## config.mk

```make
export PLATFORM = sky130hd
export DESIGN_NAME = csi_conv_interleaver
export DESIGN_NICKNAME = d
export VERILOG_FILES = /design/src/logic/csi_pkg.sv /design/src/logic/csi_commutator.sv /design/src/logic/csi_branch_ptr.sv /design/src/logic/csi_conv_interleaver.sv
export SDC_FILE = /design/constraint.sdc
export NUM_CORES = 1
export LEC_CHECK = 0
export BUFFER_PORTS_ARGS = -buffer_cell sky130_fd_sc_hd__buf_2
export CORE_MARGIN = 2
export CORE_UTILIZATION = 40
export CTS_CLUSTER_DIAMETER = 200
export CTS_CLUSTER_SIZE = 30
export DETAILED_ROUTE_END_ITERATION = 8
export GPL_ROUTABILITY_DRIVEN = 0
export SLEW_MARGIN = 0
export SYNTH_ARGS = -nofsm -noshare
export SYNTH_HDL_FRONTEND = slang
export SYNTH_SLANG_ARGS = --single-unit
```

## constraint.sdc

```tcl
create_clock -name clock -period 3.4 [get_ports clock]
set_input_delay 0 -clock clock [delete_from_list [all_inputs] [get_ports clock]]
set_output_delay 0 -clock clock [all_outputs]
set_load 0.05 [all_outputs]
```

## src/logic/csi_pkg.sv

```systemverilog
// Constants, carriers and helpers shared by the convolutional interleaver
`default_nettype none

package csi_pkg;

    // ********************************************************************
    // Sizes and timing
    // ********************************************************************
    localparam int SYM_W   = 8;
    localparam int NUM_BR  = 4;
    localparam int BR_W    = 2;
    localparam int NUM_CFG = 2;
    localparam int CFG_W   = 1;
    localparam int SLOT_W  = 4;
    // Sample edge to output edge: write stage, then read stage
    localparam int LATENCY = 2;

    localparam logic [BR_W-1:0]   BRANCH0   = 2'h0;
    localparam logic [BR_W-1:0]   BR_LAST   = 2'h3;
    localparam logic [CFG_W-1:0]  CFG_RESET = 1'h0;
    localparam logic [SLOT_W-1:0] SLOT0     = 4'h0;

    // Branch length = offset + branch * step, per configuration
    localparam logic [NUM_CFG-1:0][SLOT_W-1:0] LEN_OFFSET = {4'h1, 4'h0};
    localparam logic [NUM_CFG-1:0][SLOT_W-1:0] LEN_STEP   = {4'h2, 4'h1};

    // ********************************************************************
    // Memory layout
    // ********************************************************************
    function automatic logic [SLOT_W-1:0] branch_len(
        input logic [CFG_W-1:0] cfg,
        input logic [BR_W-1:0]  br);
        logic [7:0] prod;
        prod = 8'(br) * 8'(LEN_STEP[cfg]);
        return SLOT_W'(prod) + LEN_OFFSET[cfg];
    endfunction

    // A branch of length L keeps L+1 slots so a zero-length branch works
    function automatic logic [SLOT_W-1:0] branch_slots(
        input logic [CFG_W-1:0] cfg,
        input logic [BR_W-1:0]  br);
        return branch_len(cfg, br) + SLOT_W'(1);
    endfunction

    function automatic int max_slots(input int br);
        int m;
        m = 0;
        for (int c = 0; c < NUM_CFG; c++) begin
            if (int'(branch_slots(CFG_W'(c), BR_W'(br))) > m) begin
                m = int'(branch_slots(CFG_W'(c), BR_W'(br)));
            end
        end
        return m;
    endfunction

    function automatic int branch_base(input int br);
        int s;
        s = 0;
        for (int j = 0; j < br; j++) begin
            s = s + max_slots(j);
        end
        return s;
    endfunction

    localparam int MEM_DEPTH = branch_base(NUM_BR);
    localparam int ADDR_W    = $clog2(MEM_DEPTH);

    // ********************************************************************
    // Carriers
    // ********************************************************************
    typedef struct packed {
        logic              strobe;
        logic [ADDR_W-1:0] loc;
        logic [SYM_W-1:0]  word;
    } csi_ram_wr_s;

    typedef struct packed {
        logic              read;
        logic              strobe;
        logic              first;
        logic              valid;
        logic [ADDR_W-1:0] loc;
    } csi_stage_s;

endpackage

`default_nettype wire

```

## src/logic/csi_commutator.sv

```systemverilog
// Commutator position, configuration register and sync-point tracking
`timescale 1ns/1ps
`default_nettype none

module csi_commutator (
    input  wire logic                        clock,
    input  wire logic                        nrst,
    input  wire logic                        ce,
    input  wire logic                        sync_clear,
    input  wire logic                        sample,
    input  wire logic                        first_valid,
    input  wire logic                        swap_req,
    input  wire logic [csi_pkg::CFG_W-1:0]   setup_choice,
    output logic      [csi_pkg::BR_W-1:0]    cur_branch,
    output logic      [csi_pkg::CFG_W-1:0]   cur_cfg,
    output logic                             swap_now,
    output logic                             sync_ready,
    output logic                             abort
);

    logic [csi_pkg::BR_W-1:0]  comm_r;
    logic [csi_pkg::CFG_W-1:0] cfg_r;

    assign swap_now   = first_valid & swap_req;
    assign cur_cfg    = swap_now ? setup_choice : cfg_r;
    assign cur_branch = first_valid ? csi_pkg::BRANCH0 : comm_r;
    // Combinational on purpose: the drop is visible the cycle after a pulse
    assign sync_ready = (comm_r == csi_pkg::BRANCH0);
    assign abort      = first_valid & ~sync_ready;

    always_ff @(posedge clock or negedge nrst) begin
        if (!nrst) begin
            comm_r <= csi_pkg::BRANCH0;
        end else if (ce) begin
            if (sync_clear) begin
                comm_r <= csi_pkg::BRANCH0;
            end else if (sample) begin
                if (cur_branch == csi_pkg::BR_LAST) begin
                    comm_r <= csi_pkg::BRANCH0;
                end else begin
                    comm_r <= cur_branch + csi_pkg::BR_W'(1);
                end
            end
        end
    end

    always_ff @(posedge clock or negedge nrst) begin
        if (!nrst) begin
            cfg_r <= csi_pkg::CFG_RESET;
        end else if (ce) begin
            if (sync_clear) begin
                cfg_r <= csi_pkg::CFG_RESET;
            end else if (swap_now) begin
                cfg_r <= setup_choice;
            end
        end
    end

endmodule

`default_nettype wire

```

## src/logic/csi_branch_ptr.sv

```systemverilog
// Per-branch circular pointers and RAM location generation
`timescale 1ns/1ps
`default_nettype none

module csi_branch_ptr (
    input  wire logic                         clock,
    input  wire logic                         nrst,
    input  wire logic                         ce,
    input  wire logic                         sync_clear,
    input  wire logic                         step,
    input  wire logic                         restart,
    input  wire logic [csi_pkg::BR_W-1:0]     branch,
    input  wire logic [csi_pkg::CFG_W-1:0]    cfg,
    output logic      [csi_pkg::ADDR_W-1:0]   wr_loc,
    output logic      [csi_pkg::ADDR_W-1:0]   rd_loc
);

    logic [csi_pkg::SLOT_W-1:0] ptr_all [csi_pkg::NUM_BR];
    logic [csi_pkg::SLOT_W-1:0] cur_ptr;
    logic [csi_pkg::SLOT_W-1:0] rd_slot;
    logic [csi_pkg::ADDR_W-1:0] base;

    // A new configuration changes the slot counts, so pointers restart
    assign cur_ptr = restart ? csi_pkg::SLOT0 : ptr_all[branch];
    // Oldest slot is the one after the write slot: delay of L visits
    assign rd_slot = (cur_ptr + csi_pkg::SLOT_W'(1) ==
                      csi_pkg::branch_slots(cfg, branch)) ?
                     csi_pkg::SLOT0 : cur_ptr + csi_pkg::SLOT_W'(1);

    always_comb begin
        base = '0;
        for (int b = 0; b < csi_pkg::NUM_BR; b++) begin
            if (branch == csi_pkg::BR_W'(b)) begin
                base = csi_pkg::ADDR_W'(csi_pkg::branch_base(b));
            end
        end
    end

    assign wr_loc = base + csi_pkg::ADDR_W'(cur_ptr);
    assign rd_loc = base + csi_pkg::ADDR_W'(rd_slot);

    for (genvar g = 0; g < csi_pkg::NUM_BR; g++) begin : g_ptr
        logic [csi_pkg::SLOT_W-1:0] ptr_r;
        assign ptr_all[g] = ptr_r;
        always_ff @(posedge clock or negedge nrst) begin
            if (!nrst) begin
                ptr_r <= csi_pkg::SLOT0;
            end else if (ce) begin
                if (sync_clear) begin
                    ptr_r <= csi_pkg::SLOT0;
                end else if (step && branch == csi_pkg::BR_W'(g)) begin
                    ptr_r <= rd_slot;
                end else if (step && restart) begin
                    ptr_r <= csi_pkg::SLOT0;
                end
            end
        end
    end

endmodule

`default_nettype wire

```

## src/logic/csi_conv_interleaver.sv

```systemverilog
// Convolutional symbol interleaver control with external dual-port RAM port
`timescale 1ns/1ps
`default_nettype none

module csi_conv_interleaver (
    input  wire logic                        clock,
    input  wire logic                        nrst,
    input  wire logic                        clock_enable,
    input  wire logic                        sync_clear,
    input  wire logic [csi_pkg::SYM_W-1:0]   symbol_in,
    input  wire logic                        first_symbol_mark,
    input  wire logic                        new_input_strobe,
    input  wire logic                        setup_swap_flag,
    input  wire logic [csi_pkg::CFG_W-1:0]   setup_choice,
    output logic      [csi_pkg::SYM_W-1:0]   symbol_out,
    output logic                             first_symbol_out_flag,
    output logic                             output_strobe,
    output logic                             output_valid,
    output logic                             accept_ready,
    output logic                             sync_point_ready,
    output csi_pkg::csi_ram_wr_s             ram_write,
    output logic      [csi_pkg::ADDR_W-1:0]  ram_read_location,
    output logic                             ram_read_strobe,
    input  wire logic [csi_pkg::SYM_W-1:0]   ram_read_word
);

    // ********************************************************************
    // Input qualification
    // ********************************************************************
    logic                          run;
    logic                          sample;
    logic                          first_valid;
    logic [csi_pkg::BR_W-1:0]      cur_branch;
    logic [csi_pkg::CFG_W-1:0]     cur_cfg;
    logic                          swap_now;
    logic                          abort;
    logic [csi_pkg::ADDR_W-1:0]    wr_loc;
    logic [csi_pkg::ADDR_W-1:0]    rd_loc;

    assign run         = clock_enable & ~sync_clear;
    assign sample      = run & new_input_strobe;
    assign first_valid = sample & first_symbol_mark;

    // Always ready; a clear still blocks sampling through run
    assign accept_ready = 1'b1;

    csi_commutator u_comm (
        .clock        (clock),
        .nrst         (nrst),
        .ce           (clock_enable),
        .sync_clear   (sync_clear),
        .sample       (sample),
        .first_valid  (first_valid),
        .swap_req     (setup_swap_flag),
        .setup_choice (setup_choice),
        .cur_branch   (cur_branch),
        .cur_cfg      (cur_cfg),
        .swap_now     (swap_now),
        .sync_ready   (sync_point_ready),
        .abort        (abort)
    );

    csi_branch_ptr u_ptr (
        .clock      (clock),
        .nrst       (nrst),
        .ce         (clock_enable),
        .sync_clear (sync_clear),
        .step       (sample),
        .restart    (swap_now),
        .branch     (cur_branch),
        .cfg        (cur_cfg),
        .wr_loc     (wr_loc),
        .rd_loc     (rd_loc)
    );

    // ********************************************************************
    // Start and first-symbol tracking
    // ********************************************************************
    logic                          started_r;
    logic                          fpend_r;
    logic [csi_pkg::SLOT_W-1:0]    fcnt_r;
    logic                          live_r;
    logic                          eff_pend;
    logic [csi_pkg::SLOT_W-1:0]    eff_cnt;
    logic                          mark;
    logic                          tag_strobe;
    logic                          tag_valid;

    // The first symbol leaves branch 0 after L0 further branch-0 visits
    assign eff_pend = first_valid | fpend_r;
    assign eff_cnt  = first_valid ?
                      csi_pkg::branch_len(cur_cfg, csi_pkg::BRANCH0) : fcnt_r;
    assign mark     = sample & (cur_branch == csi_pkg::BRANCH0) &
                      eff_pend & (eff_cnt == csi_pkg::SLOT0);
    assign tag_strobe = sample & (started_r | first_valid);
    // Old contents flushed ahead of the first symbol are not valid
    assign tag_valid  = mark | (live_r & ~abort & ~swap_now);

    always_ff @(posedge clock or negedge nrst) begin
        if (!nrst) begin
            started_r <= 1'b0;
        end else if (clock_enable) begin
            if (sync_clear) begin
                started_r <= 1'b0;
            end else if (first_valid) begin
                started_r <= 1'b1;
            end
        end
    end

    always_ff @(posedge clock or negedge nrst) begin
        if (!nrst) begin
            fpend_r <= 1'b0;
            fcnt_r  <= csi_pkg::SLOT0;
        end else if (clock_enable) begin
            if (sync_clear) begin
                fpend_r <= 1'b0;
                fcnt_r  <= csi_pkg::SLOT0;
            end else if (sample &&
                         cur_branch == csi_pkg::BRANCH0) begin
                fpend_r <= eff_pend & ~mark;
                fcnt_r  <= mark ? csi_pkg::SLOT0 :
                           eff_cnt - csi_pkg::SLOT_W'(1);
            end
        end
    end

    always_ff @(posedge clock or negedge nrst) begin
        if (!nrst) begin
            live_r <= 1'b0;
        end else if (clock_enable) begin
            if (sync_clear) begin
                live_r <= 1'b0;
            end else if (sample) begin
                live_r <= tag_valid;
            end
        end
    end

    // ********************************************************************
    // Pipeline: write stage, read stage, output stage
    // ********************************************************************
    csi_pkg::csi_stage_s s1_r;
    csi_pkg::csi_stage_s s2_r;
    logic                out_stb_r;
    logic                out_first_r;
    logic                out_valid_r;

    // Every stage holds while clock_enable is low, so a freeze stretches
    // the latency by one cycle per frozen cycle instead of dropping a symbol in flight.
    // Write port lags the sample by one edge, the read port by two
    always_ff @(posedge clock or negedge nrst) begin
        if (!nrst) begin
            ram_write <= '0;
        end else if (clock_enable) begin
            if (sync_clear) begin
                ram_write <= '0;
            end else begin
                ram_write.strobe <= sample;
                if (sample) begin
                    ram_write.loc  <= wr_loc;
                    ram_write.word <= symbol_in;
                end
            end
        end
    end

    always_ff @(posedge clock or negedge nrst) begin
        if (!nrst) begin
            s1_r <= '0;
        end else if (clock_enable) begin
            if (sync_clear) begin
                s1_r <= '0;
            end else begin
                s1_r.read   <= sample;
                s1_r.strobe <= tag_strobe;
                s1_r.first  <= mark;
                s1_r.valid  <= tag_valid & tag_strobe;
                if (sample) begin
                    s1_r.loc <= rd_loc;
                end
            end
        end
    end

    // Read one edge after the write so a zero-length branch sees its data
    always_ff @(posedge clock or negedge nrst) begin
        if (!nrst) begin
            s2_r <= '0;
        end else if (clock_enable) begin
            if (sync_clear) begin
                s2_r <= '0;
            end else begin
                s2_r <= s1_r;
            end
        end
    end

    always_ff @(posedge clock or negedge nrst) begin
        if (!nrst) begin
            out_stb_r   <= 1'b0;
            out_first_r <= 1'b0;
            out_valid_r <= 1'b0;
        end else if (clock_enable) begin
            if (sync_clear) begin
                out_stb_r   <= 1'b0;
                out_first_r <= 1'b0;
                out_valid_r <= 1'b0;
            end else begin
                out_stb_r   <= s2_r.strobe;
                out_first_r <= s2_r.first & s2_r.strobe;
                out_valid_r <= s2_r.valid;
            end
        end
    end

    assign ram_read_location     = s2_r.loc;
    assign ram_read_strobe       = s2_r.read;
    // Registered RAM output lines up with the output stage flags
    assign symbol_out            = ram_read_word;
    assign output_strobe         = out_stb_r;
    assign first_symbol_out_flag = out_first_r;
    assign output_valid          = out_valid_r;
endmodule

`default_nettype wire

```

## Yosys cells after proc, flatten, opt, wreduce, memory -nomap -nowiden

Index checks and enable logic that the tools add are counted.

| word-level totals | value |
|---|---|
| output and inout port bits | 33 |
| register bits after elaboration | 61 |

| operators by class | value |
|---|---|
| multiply operators | 1 |
| equal/unequal tests | 4 |
| $lt $le $gt $ge | 8 |
| muxes and demuxes | 62 |
| $add $sub $neg | 10 |
| bitwise logic cells | 23 |
| reduce and logical (&&, ||, !) cells | 22 |

Operators by type and width:

| kind | count |
|---|---|
| 32-bit 2-to-1 mux | 6 |
| 3-bit by 32-bit greater-than comparator with 1-bit output, first input constant | 3 |
| 4-bit by 32-bit greater-than comparator with 1-bit output, first input constant | 3 |
| 4-bit 2-to-1 mux | 19 |
| 5-bit 2-to-1 mux | 15 |
| 9-bit 2-to-1 mux | 2 |
| 5-bit adder | 3 |
| 1-bit bitwise AND | 14 |
| 14-bit 2-to-1 mux | 1 |
| 2-bit AND reduction | 7 |
| 13-bit 2-to-1 mux | 1 |
| 1-bit 2-to-1 mux | 12 |
| 3-bit nonzero test | 4 |
| 5-bit by 4-bit adder with 5-bit output | 2 |
| 2-bit 2-to-1 mux | 5 |
| 4-bit by 1-bit adder with 4-bit output, second input constant | 2 |
| 4-bit binary-select mux with 2-bit select | 1 |
| 2-bit nonzero test | 3 |
| 1-bit logical AND | 5 |
| 1-bit NOT | 5 |
| 4-bit adder | 1 |
| 2-bit == test, second input constant | 2 |
| 4-bit == test | 1 |
| 2-bit logical NOT | 2 |
| other kinds (9) | 11 |

## Depth between registers and ports, before layout

| depth | value |
|---|---|
| depth after elaboration | 16 |
| mapped depth | 17 |
| mapped depth without buffers | 15 |

## Cells and area by module

From an unflattened synthesis, not the netlist that was laid out.

| second synthesis, totals | value |
|---|---|
| cells, all modules | 330 |
| area, all modules | 3402.0 um^2 |

By module, submodules not included:

| module | cells an instance | seq. area each (um^2) | area an instance (um^2) | times used |
|---|---|---|---|---|
| csi_conv_interleaver | 173 | 1026.0 | 1860.5 | 1 |
| csi_branch_ptr | 134 | 400.4 | 1352.5 | 1 |
| csi_commutator | 23 | 75.1 | 188.9 | 1 |

## Worst setup path before layout

Ideal clock, no wire load.

| path | value |
|---|---|
| kind | flip-flop to flip-flop |
| from | register u_comm.comm_r[0] (netlist name) |
| to | register s1_r[2] (netlist name) |
| library setup time | 121 ps |
| stages on the path, launching flop included | 15 |
| data arrival time | 3166 ps |
| buffers on the path | 1 |
| path slack | 113 ps |
| cells stage by stage | dfrtp_1 buf_2 mux2i_1 mux2i_1 a221oi_2 inv_1 ha_1 xnor2_2 xnor2_1 nand3_1 nor3_4 nor2b_1 ha_1 fa_1 a22o_1 |

| on the way | value |
|---|---|
| cells in the longest elaborated chain, start to end | 12 |
| elaborated cells on any way between the ends | 21 |
| those cells by class | 4 x add/sub; 1 x mul; 4 x eq/ne; 11 x mux; 1 x bitwise |

RTL lines:

| item | RTL line | RTL |
|---|---|---|
| start: declaration | csi_commutator.sv:21 | `logic [csi_pkg::BR_W-1:0] comm_r;` |
| start signal: assignment | csi_commutator.sv:33 | `comm_r <= csi_pkg::BRANCH0;` |
| start signal: assignment | csi_commutator.sv:36 | `comm_r <= csi_pkg::BRANCH0;` |
| start signal: assignment | csi_commutator.sv:39 | `comm_r <= csi_pkg::BRANCH0;` |
| 2-bit 2-to-1 mux (*) | csi_commutator.sv:26 | `assign cur_branch = first_valid ? csi_pkg::BRANCH0 : comm_r;` |
| branches (longest 8 deep; another with 2-bit by 4-bit multiplier with 4-bit output) | n/a |  |
| 5-bit by 4-bit adder with 5-bit output (*) | csi_branch_ptr.sv:40 | `assign rd_loc = base + csi_pkg::ADDR_W'(rd_slot);` |
| 5-bit 2-to-1 mux (*) | csi_conv_interleaver.sv:179 | `if (sample) begin` |
| 9-bit 2-to-1 mux (*) | csi_conv_interleaver.sv:172 | `if (sync_clear) begin` |
| end: declaration | csi_conv_interleaver.sv:143 | `csi_pkg::csi_stage_s s1_r;` |

Every way passes the cells marked *. The select of a mux whose other input is x is not followed.
A chain may end at the register's enable or synchronous reset.

## Final worst setup path

| path | value |
|---|---|
| from | input port first_symbol_mark |
| to | register s1_r[2] (netlist name) |

| on the way | value |
|---|---|
| cells in the longest elaborated chain, start to end | 13 |
| elaborated cells on any way between the ends | 28 |
| those cells by class | 4 x add/sub; 1 x mul; 4 x eq/ne; 16 x mux; 3 x bitwise |

RTL lines:

| item | RTL line | RTL |
|---|---|---|
| start: declaration | csi_conv_interleaver.sv:11 | `input wire logic first_symbol_mark,` |
| 1-bit bitwise AND (*) | csi_conv_interleaver.sv:42 | `assign first_valid = sample & first_symbol_mark;` |
| 1-bit bitwise AND or 2-bit 2-to-1 mux (tied branches) | csi_commutator.sv:24, csi_commutator.sv:26 |  |
| 1-bit 2-to-1 mux or 2-bit NOT with 3-bit output (tied branches) | csi_commutator.sv:25, csi_branch_ptr.sv:24 |  |
| 2-bit 2-to-1 mux (not written as such) or 4-bit binary-select mux with 2-bit select (tied branches) | csi_pkg.sv:34, csi_branch_ptr.sv:24 |  |
| 4-bit 2-to-1 mux (on tied branches) | csi_pkg.sv:34, csi_branch_ptr.sv:24 |  |
| 2-bit by 4-bit multiplier with 4-bit output or 4-bit 2-to-1 mux (tied branches) | csi_pkg.sv:34, csi_branch_ptr.sv:24 |  |
| 4-bit adder or 4-bit 2-to-1 mux (tied branches) | csi_pkg.sv:35, csi_branch_ptr.sv:24 |  |
| 4-bit by 1-bit adder with 4-bit output (on tied branches) | csi_pkg.sv:42, csi_branch_ptr.sv:26, csi_branch_ptr.sv:28 |  |
| 4-bit == test | csi_branch_ptr.sv:26 | `assign rd_slot = (cur_ptr + csi_pkg::SLOT_W'(1) ==` |
| 4-bit 2-to-1 mux | csi_branch_ptr.sv:27 | `csi_pkg::branch_slots(cfg, branch)) ?` |
| 5-bit by 4-bit adder with 5-bit output (*) | csi_branch_ptr.sv:40 |  |
| 5-bit 2-to-1 mux (*) | csi_conv_interleaver.sv:179 |  |
| 9-bit 2-to-1 mux (*) | csi_conv_interleaver.sv:172 |  |

Every way passes the cells marked *; elsewhere a longest branch is shown, timed or not. The select of a mux whose other input is x is not followed.

==> parameters.txt <==
Parameter                              Value

Run status
  Status    complete, no violations

Power
  Leakage power    approximately 1.9 nW
  Worst VDD drop    ~330 uV
  P per Cell Area    around 480 mW/mm^2

Route
  Drc violations    0
  WL final    8060 um
  Via-per-instance ratio    about 5.3
  Vias after detailed routing    roughly 2,700
  Wire length per cell after detailed routing    ~16 um
  Number of optimization iterations in the first detailed-route pass    4
  Post-detailed-route count of antenna-violating nets    0
  DR iter-0 viols    between 100 and 150

Critical path
  Nature of the critical path endpoint    flip-flop
  Most frequent cell on the critical path    sky130_fd_sc_hd__ha_1
  Maximum fanout along the worst path    5
  Worst-path cell chain    dlygate4sd3_1 -> buf_2 -> and4b_1 -> nand2_1 -> mux2i_4 -> nor2_1 -> ha_1 -> o21a_1 -> a21oi_4 -> or2_2 -> a21oi_1 -> nor3_4 -> nor2b_1 -> ha_1 -> fa_1 -> a22o_1
  Buffers plus inverters on the worst setup path    2
  Crit path largest cell delay    0.53 ns
  Type of the setup path with the least slack    input port to flip-flop
  Worst EP required    3.63 ns
  Worst reg-to-reg path cell count    12
  Arr. time, crit path    between 3 and 4 ns
  Crit-path leading delay family    adder cells
  Slowest stage cell, crit path    sky130_fd_sc_hd__dlygate4sd3_1
  Startpoint type of the worst setup path    input port
  Number of logic stages on the critical path including buffering    16

Timing
  Count of pins over their slew limit    0
  Share of the clock period used by the worst path after layout    0.947
  Clock Skews    between 0.007 and 0.008 ns
  Min Tclk post-route    ~3.2 ns
  Transition time at the pin with the least slew margin    0.603 ns
  F_max    roughly 310 MHz
  Final setup violating endpoints    0
  Final sum of negative setup slack    0 ns
  Endpoints failing hold    0
  Tightest slew margin relative to the limit    0.598

Global route
  Congestion Overflow GR    0
  Number of antenna violations at the first check in global routing    0
  Maximum number of pins on one net before global-route repair    34
  Number of global-route vias before repair    2,628
  First-pass GRT wire length    13,100 um
  Overall Global Routing Usage    0.189

Synthesis
  Post-synth net total    approximately 400
  Most instantiated flip-flop cell in the synthesis netlist    sky130_fd_sc_hd__dfrtp_1
  Post-synth cell types    50
  Flip-flop and latch count after synthesis    60
  Cell count after synthesis    355
  Mean instance size in the synthesized netlist    around 9.5 sq um
  Yosys top cell area share    0.444
  Dominant combinational cell family by area after synthesis    compound AO/OA/AOI/OAI gates
  Compound-gate portion of the synthesized area    0.187
  Biggest area consumer among synthesized cells    sky130_fd_sc_hd__dfrtp_1
  Area fraction in and, or, nand and nor cells after synthesis    0.148
  Synth warn    0
  Area share of fa/ha/maj cells after synthesis    0.0636
  EDFF count, synth    0
  Ys async rst share    1.00
  Sequential share of the synthesized area    0.444
  Mux share of post-synthesis cell area    0.0433
  Post-synthesis instance area    around 0.0034 sq mm
  Synth area leaders    sky130_fd_sc_hd__dfrtp_1 44%, sky130_fd_sc_hd__o21ai_0 5.5%, sky130_fd_sc_hd__ha_1 5.2%, sky130_fd_sc_hd__nand2_1 5.0%, sky130_fd_sc_hd__a22o_1 3.9%
  XOR/XNOR share of the synthesized area    0.0203

Final layout
  # fillers    776
  Cell Count, Final, Fillers Out    between 500 and 600
  Area growth from synthesis to final layout    18.5%
  Most common library cell in the layout ignoring fill and taps    sky130_fd_sc_hd__dfrtp_1
  Number of antenna cells inserted    0
  Fraction of final layout cells with drive strength greater than 1    0.232
  Commonest non-fill, non-tap cells in the layout    58 x sky130_fd_sc_hd__dfrtp_1, 44 x sky130_fd_sc_hd__nand2_1, 39 x sky130_fd_sc_hd__buf_2, 36 x sky130_fd_sc_hd__o21ai_0, 27 x sky130_fd_sc_hd__inv_1
  Post-layout net count    440

CTS
  Register clock-pin slew on the reported worst setup and hold paths    0.06 ns
  Clock Root Buffer    sky130_fd_sc_hd__clkbuf_8
  CTS HTree Levels    3
  Number of buffers added by the clock tree synthesis step    9
  Worst-Skew Late Latency    between 0.3 and 0.4 ns
  CTS tree    built
  Number of sinks handled by clock tree synthesis    60
  Largest buffer count on any clock path    2

Floorplanning
  Area of the die    approximately 0.009 sq mm
  Floorplan row count    33
  Die Ht    roughly 96 um
  Number of top-level design ports    57
  Placeable core region    a little over 0.008 sq mm
  Initial core utilization    0.412
  X dimension of the die    96.0 um

Place
  Total half-perimeter wirelength after legalization and detailed placement    5780 um
  IO buf count    39
  # placed instances    slightly below 500

Min path
  Min-Delay Path Depth    0
  HP Class    input port to output pin

Flow run
  Maxcap violations    0
==> what timing repair did <==
item                                    4_1_cts  5_1_grt
endpoints found under the setup margin        0        3
endpoints found under the hold margin        36        0
gates resized for setup                       0        9
setup buffers                                 0        3
hold buffers                                 10        0
==> routing by layer <==
metal,wire length (um),global-route usage
met4,175,0.0845
met5,0,0
met3,366,0.0384
met2,3670,0.287
met1,3850,0.261
==> final cells by class <==
type                            instances  area [sq um]  share of cell area
Multi-Input combinational cell        232          1600               0.400
Sequential cell                        60          1500               0.375
Timing Repair Buffer                   70           453               0.113
Clock buffer                           11           141              0.0353
Tap cell                              105           131              0.0328
Inverter                               27           101              0.0253
Clock inverter                          5          75.1              0.0187
==> cells by family after synthesis <==
group	count (synthesis)
fa+ha+maj	16
compound gates	98
buf+inv	63
simple gates	97
other cells	2
flops	60
mux	12
xor+xnor	7
==> power breakdown <==
part	switching (mW)	internal [mW]	total, mW
clock	0.275	0.429	0.704
combinational	0.273	0.155	0.428
sequential	0.0368	0.759	0.795
total	0.585	1.34	1.93
==> state kept, by name, indices dropped and copies added (netlist names), 2 cells and up <==
name,count
u_comm.comm_r,2
u_ptr.g_ptr.ptr_r,16
ram_read_location,5
ram_write,14
fcnt_r,4
s1_r,8
s2_r,3
==> Yosys cell counts (2+ instances only) <==
library cell / instances
sky130_fd_sc_hd__clkbuf_1: 13
sky130_fd_sc_hd__a31oi_1: 3
sky130_fd_sc_hd__fa_1: 2
sky130_fd_sc_hd__o22ai_1: 4
sky130_fd_sc_hd__nand2_1: 45
sky130_fd_sc_hd__nor2_1: 7
sky130_fd_sc_hd__o21ai_1: 9
sky130_fd_sc_hd__nor3b_1: 2
sky130_fd_sc_hd__conb_1: 2
sky130_fd_sc_hd__buf_4: 16
sky130_fd_sc_hd__and2_1: 4
sky130_fd_sc_hd__buf_2: 6
sky130_fd_sc_hd__a22o_1: 15
sky130_fd_sc_hd__nor2b_1: 5
sky130_fd_sc_hd__o31ai_1: 5
sky130_fd_sc_hd__and3_1: 2
sky130_fd_sc_hd__o221ai_1: 2
sky130_fd_sc_hd__inv_1: 27
sky130_fd_sc_hd__dfrtp_1: 60
sky130_fd_sc_hd__ha_1: 14
sky130_fd_sc_hd__nand3_1: 10
sky130_fd_sc_hd__mux2i_1: 9
sky130_fd_sc_hd__o21a_1: 5
sky130_fd_sc_hd__a21oi_1: 7
sky130_fd_sc_hd__xnor2_1: 6
sky130_fd_sc_hd__nand2b_1: 3
sky130_fd_sc_hd__o21ai_0: 37
sky130_fd_sc_hd__a21o_1: 3
sky130_fd_sc_hd__or2_2: 3
sky130_fd_sc_hd__nand3b_1: 9
==> through the flow <==
stage | cell area (sq um) | utilization | total power [mW] | hold slack, ns | setup WS (ns)
after floorplan | 3380 | - | 1.13 | -0.296 | 0.113
after global placement | 3630 | 0.442 | 1.22 | 0.000341 | 0.133
after detailed placement | 3630 | 0.442 | 1.22 | 0.000341 | 0.0746
after CTS | 3950 | 0.481 | 1.94 | 0.000341 | 0.0136
after global routing | 4010 | 0.488 | 2.03 | 0.0000829 | -0.00539
final | 4010 | 0.488 | 1.93 | 0.0000220 | 0.182
==> final timing paths <==
path                            slack [ns]          endpoint              start
worst max register to register        0.29           s1_r[2]   u_comm.comm_r[0]
worst max-delay path                  0.18           s1_r[2]  first_symbol_mark
worst min register to register        0.48           s1_r[0]            s1_r[0]
max in group asynchronous             2.32  u_comm.comm_r[0]               nrst
worst min-delay path               0.00002     symbol_out[0]   ram_read_word[0]
min in group asynchronous             0.20      output_valid               nrst
Power figures use the tool's default switching activity.
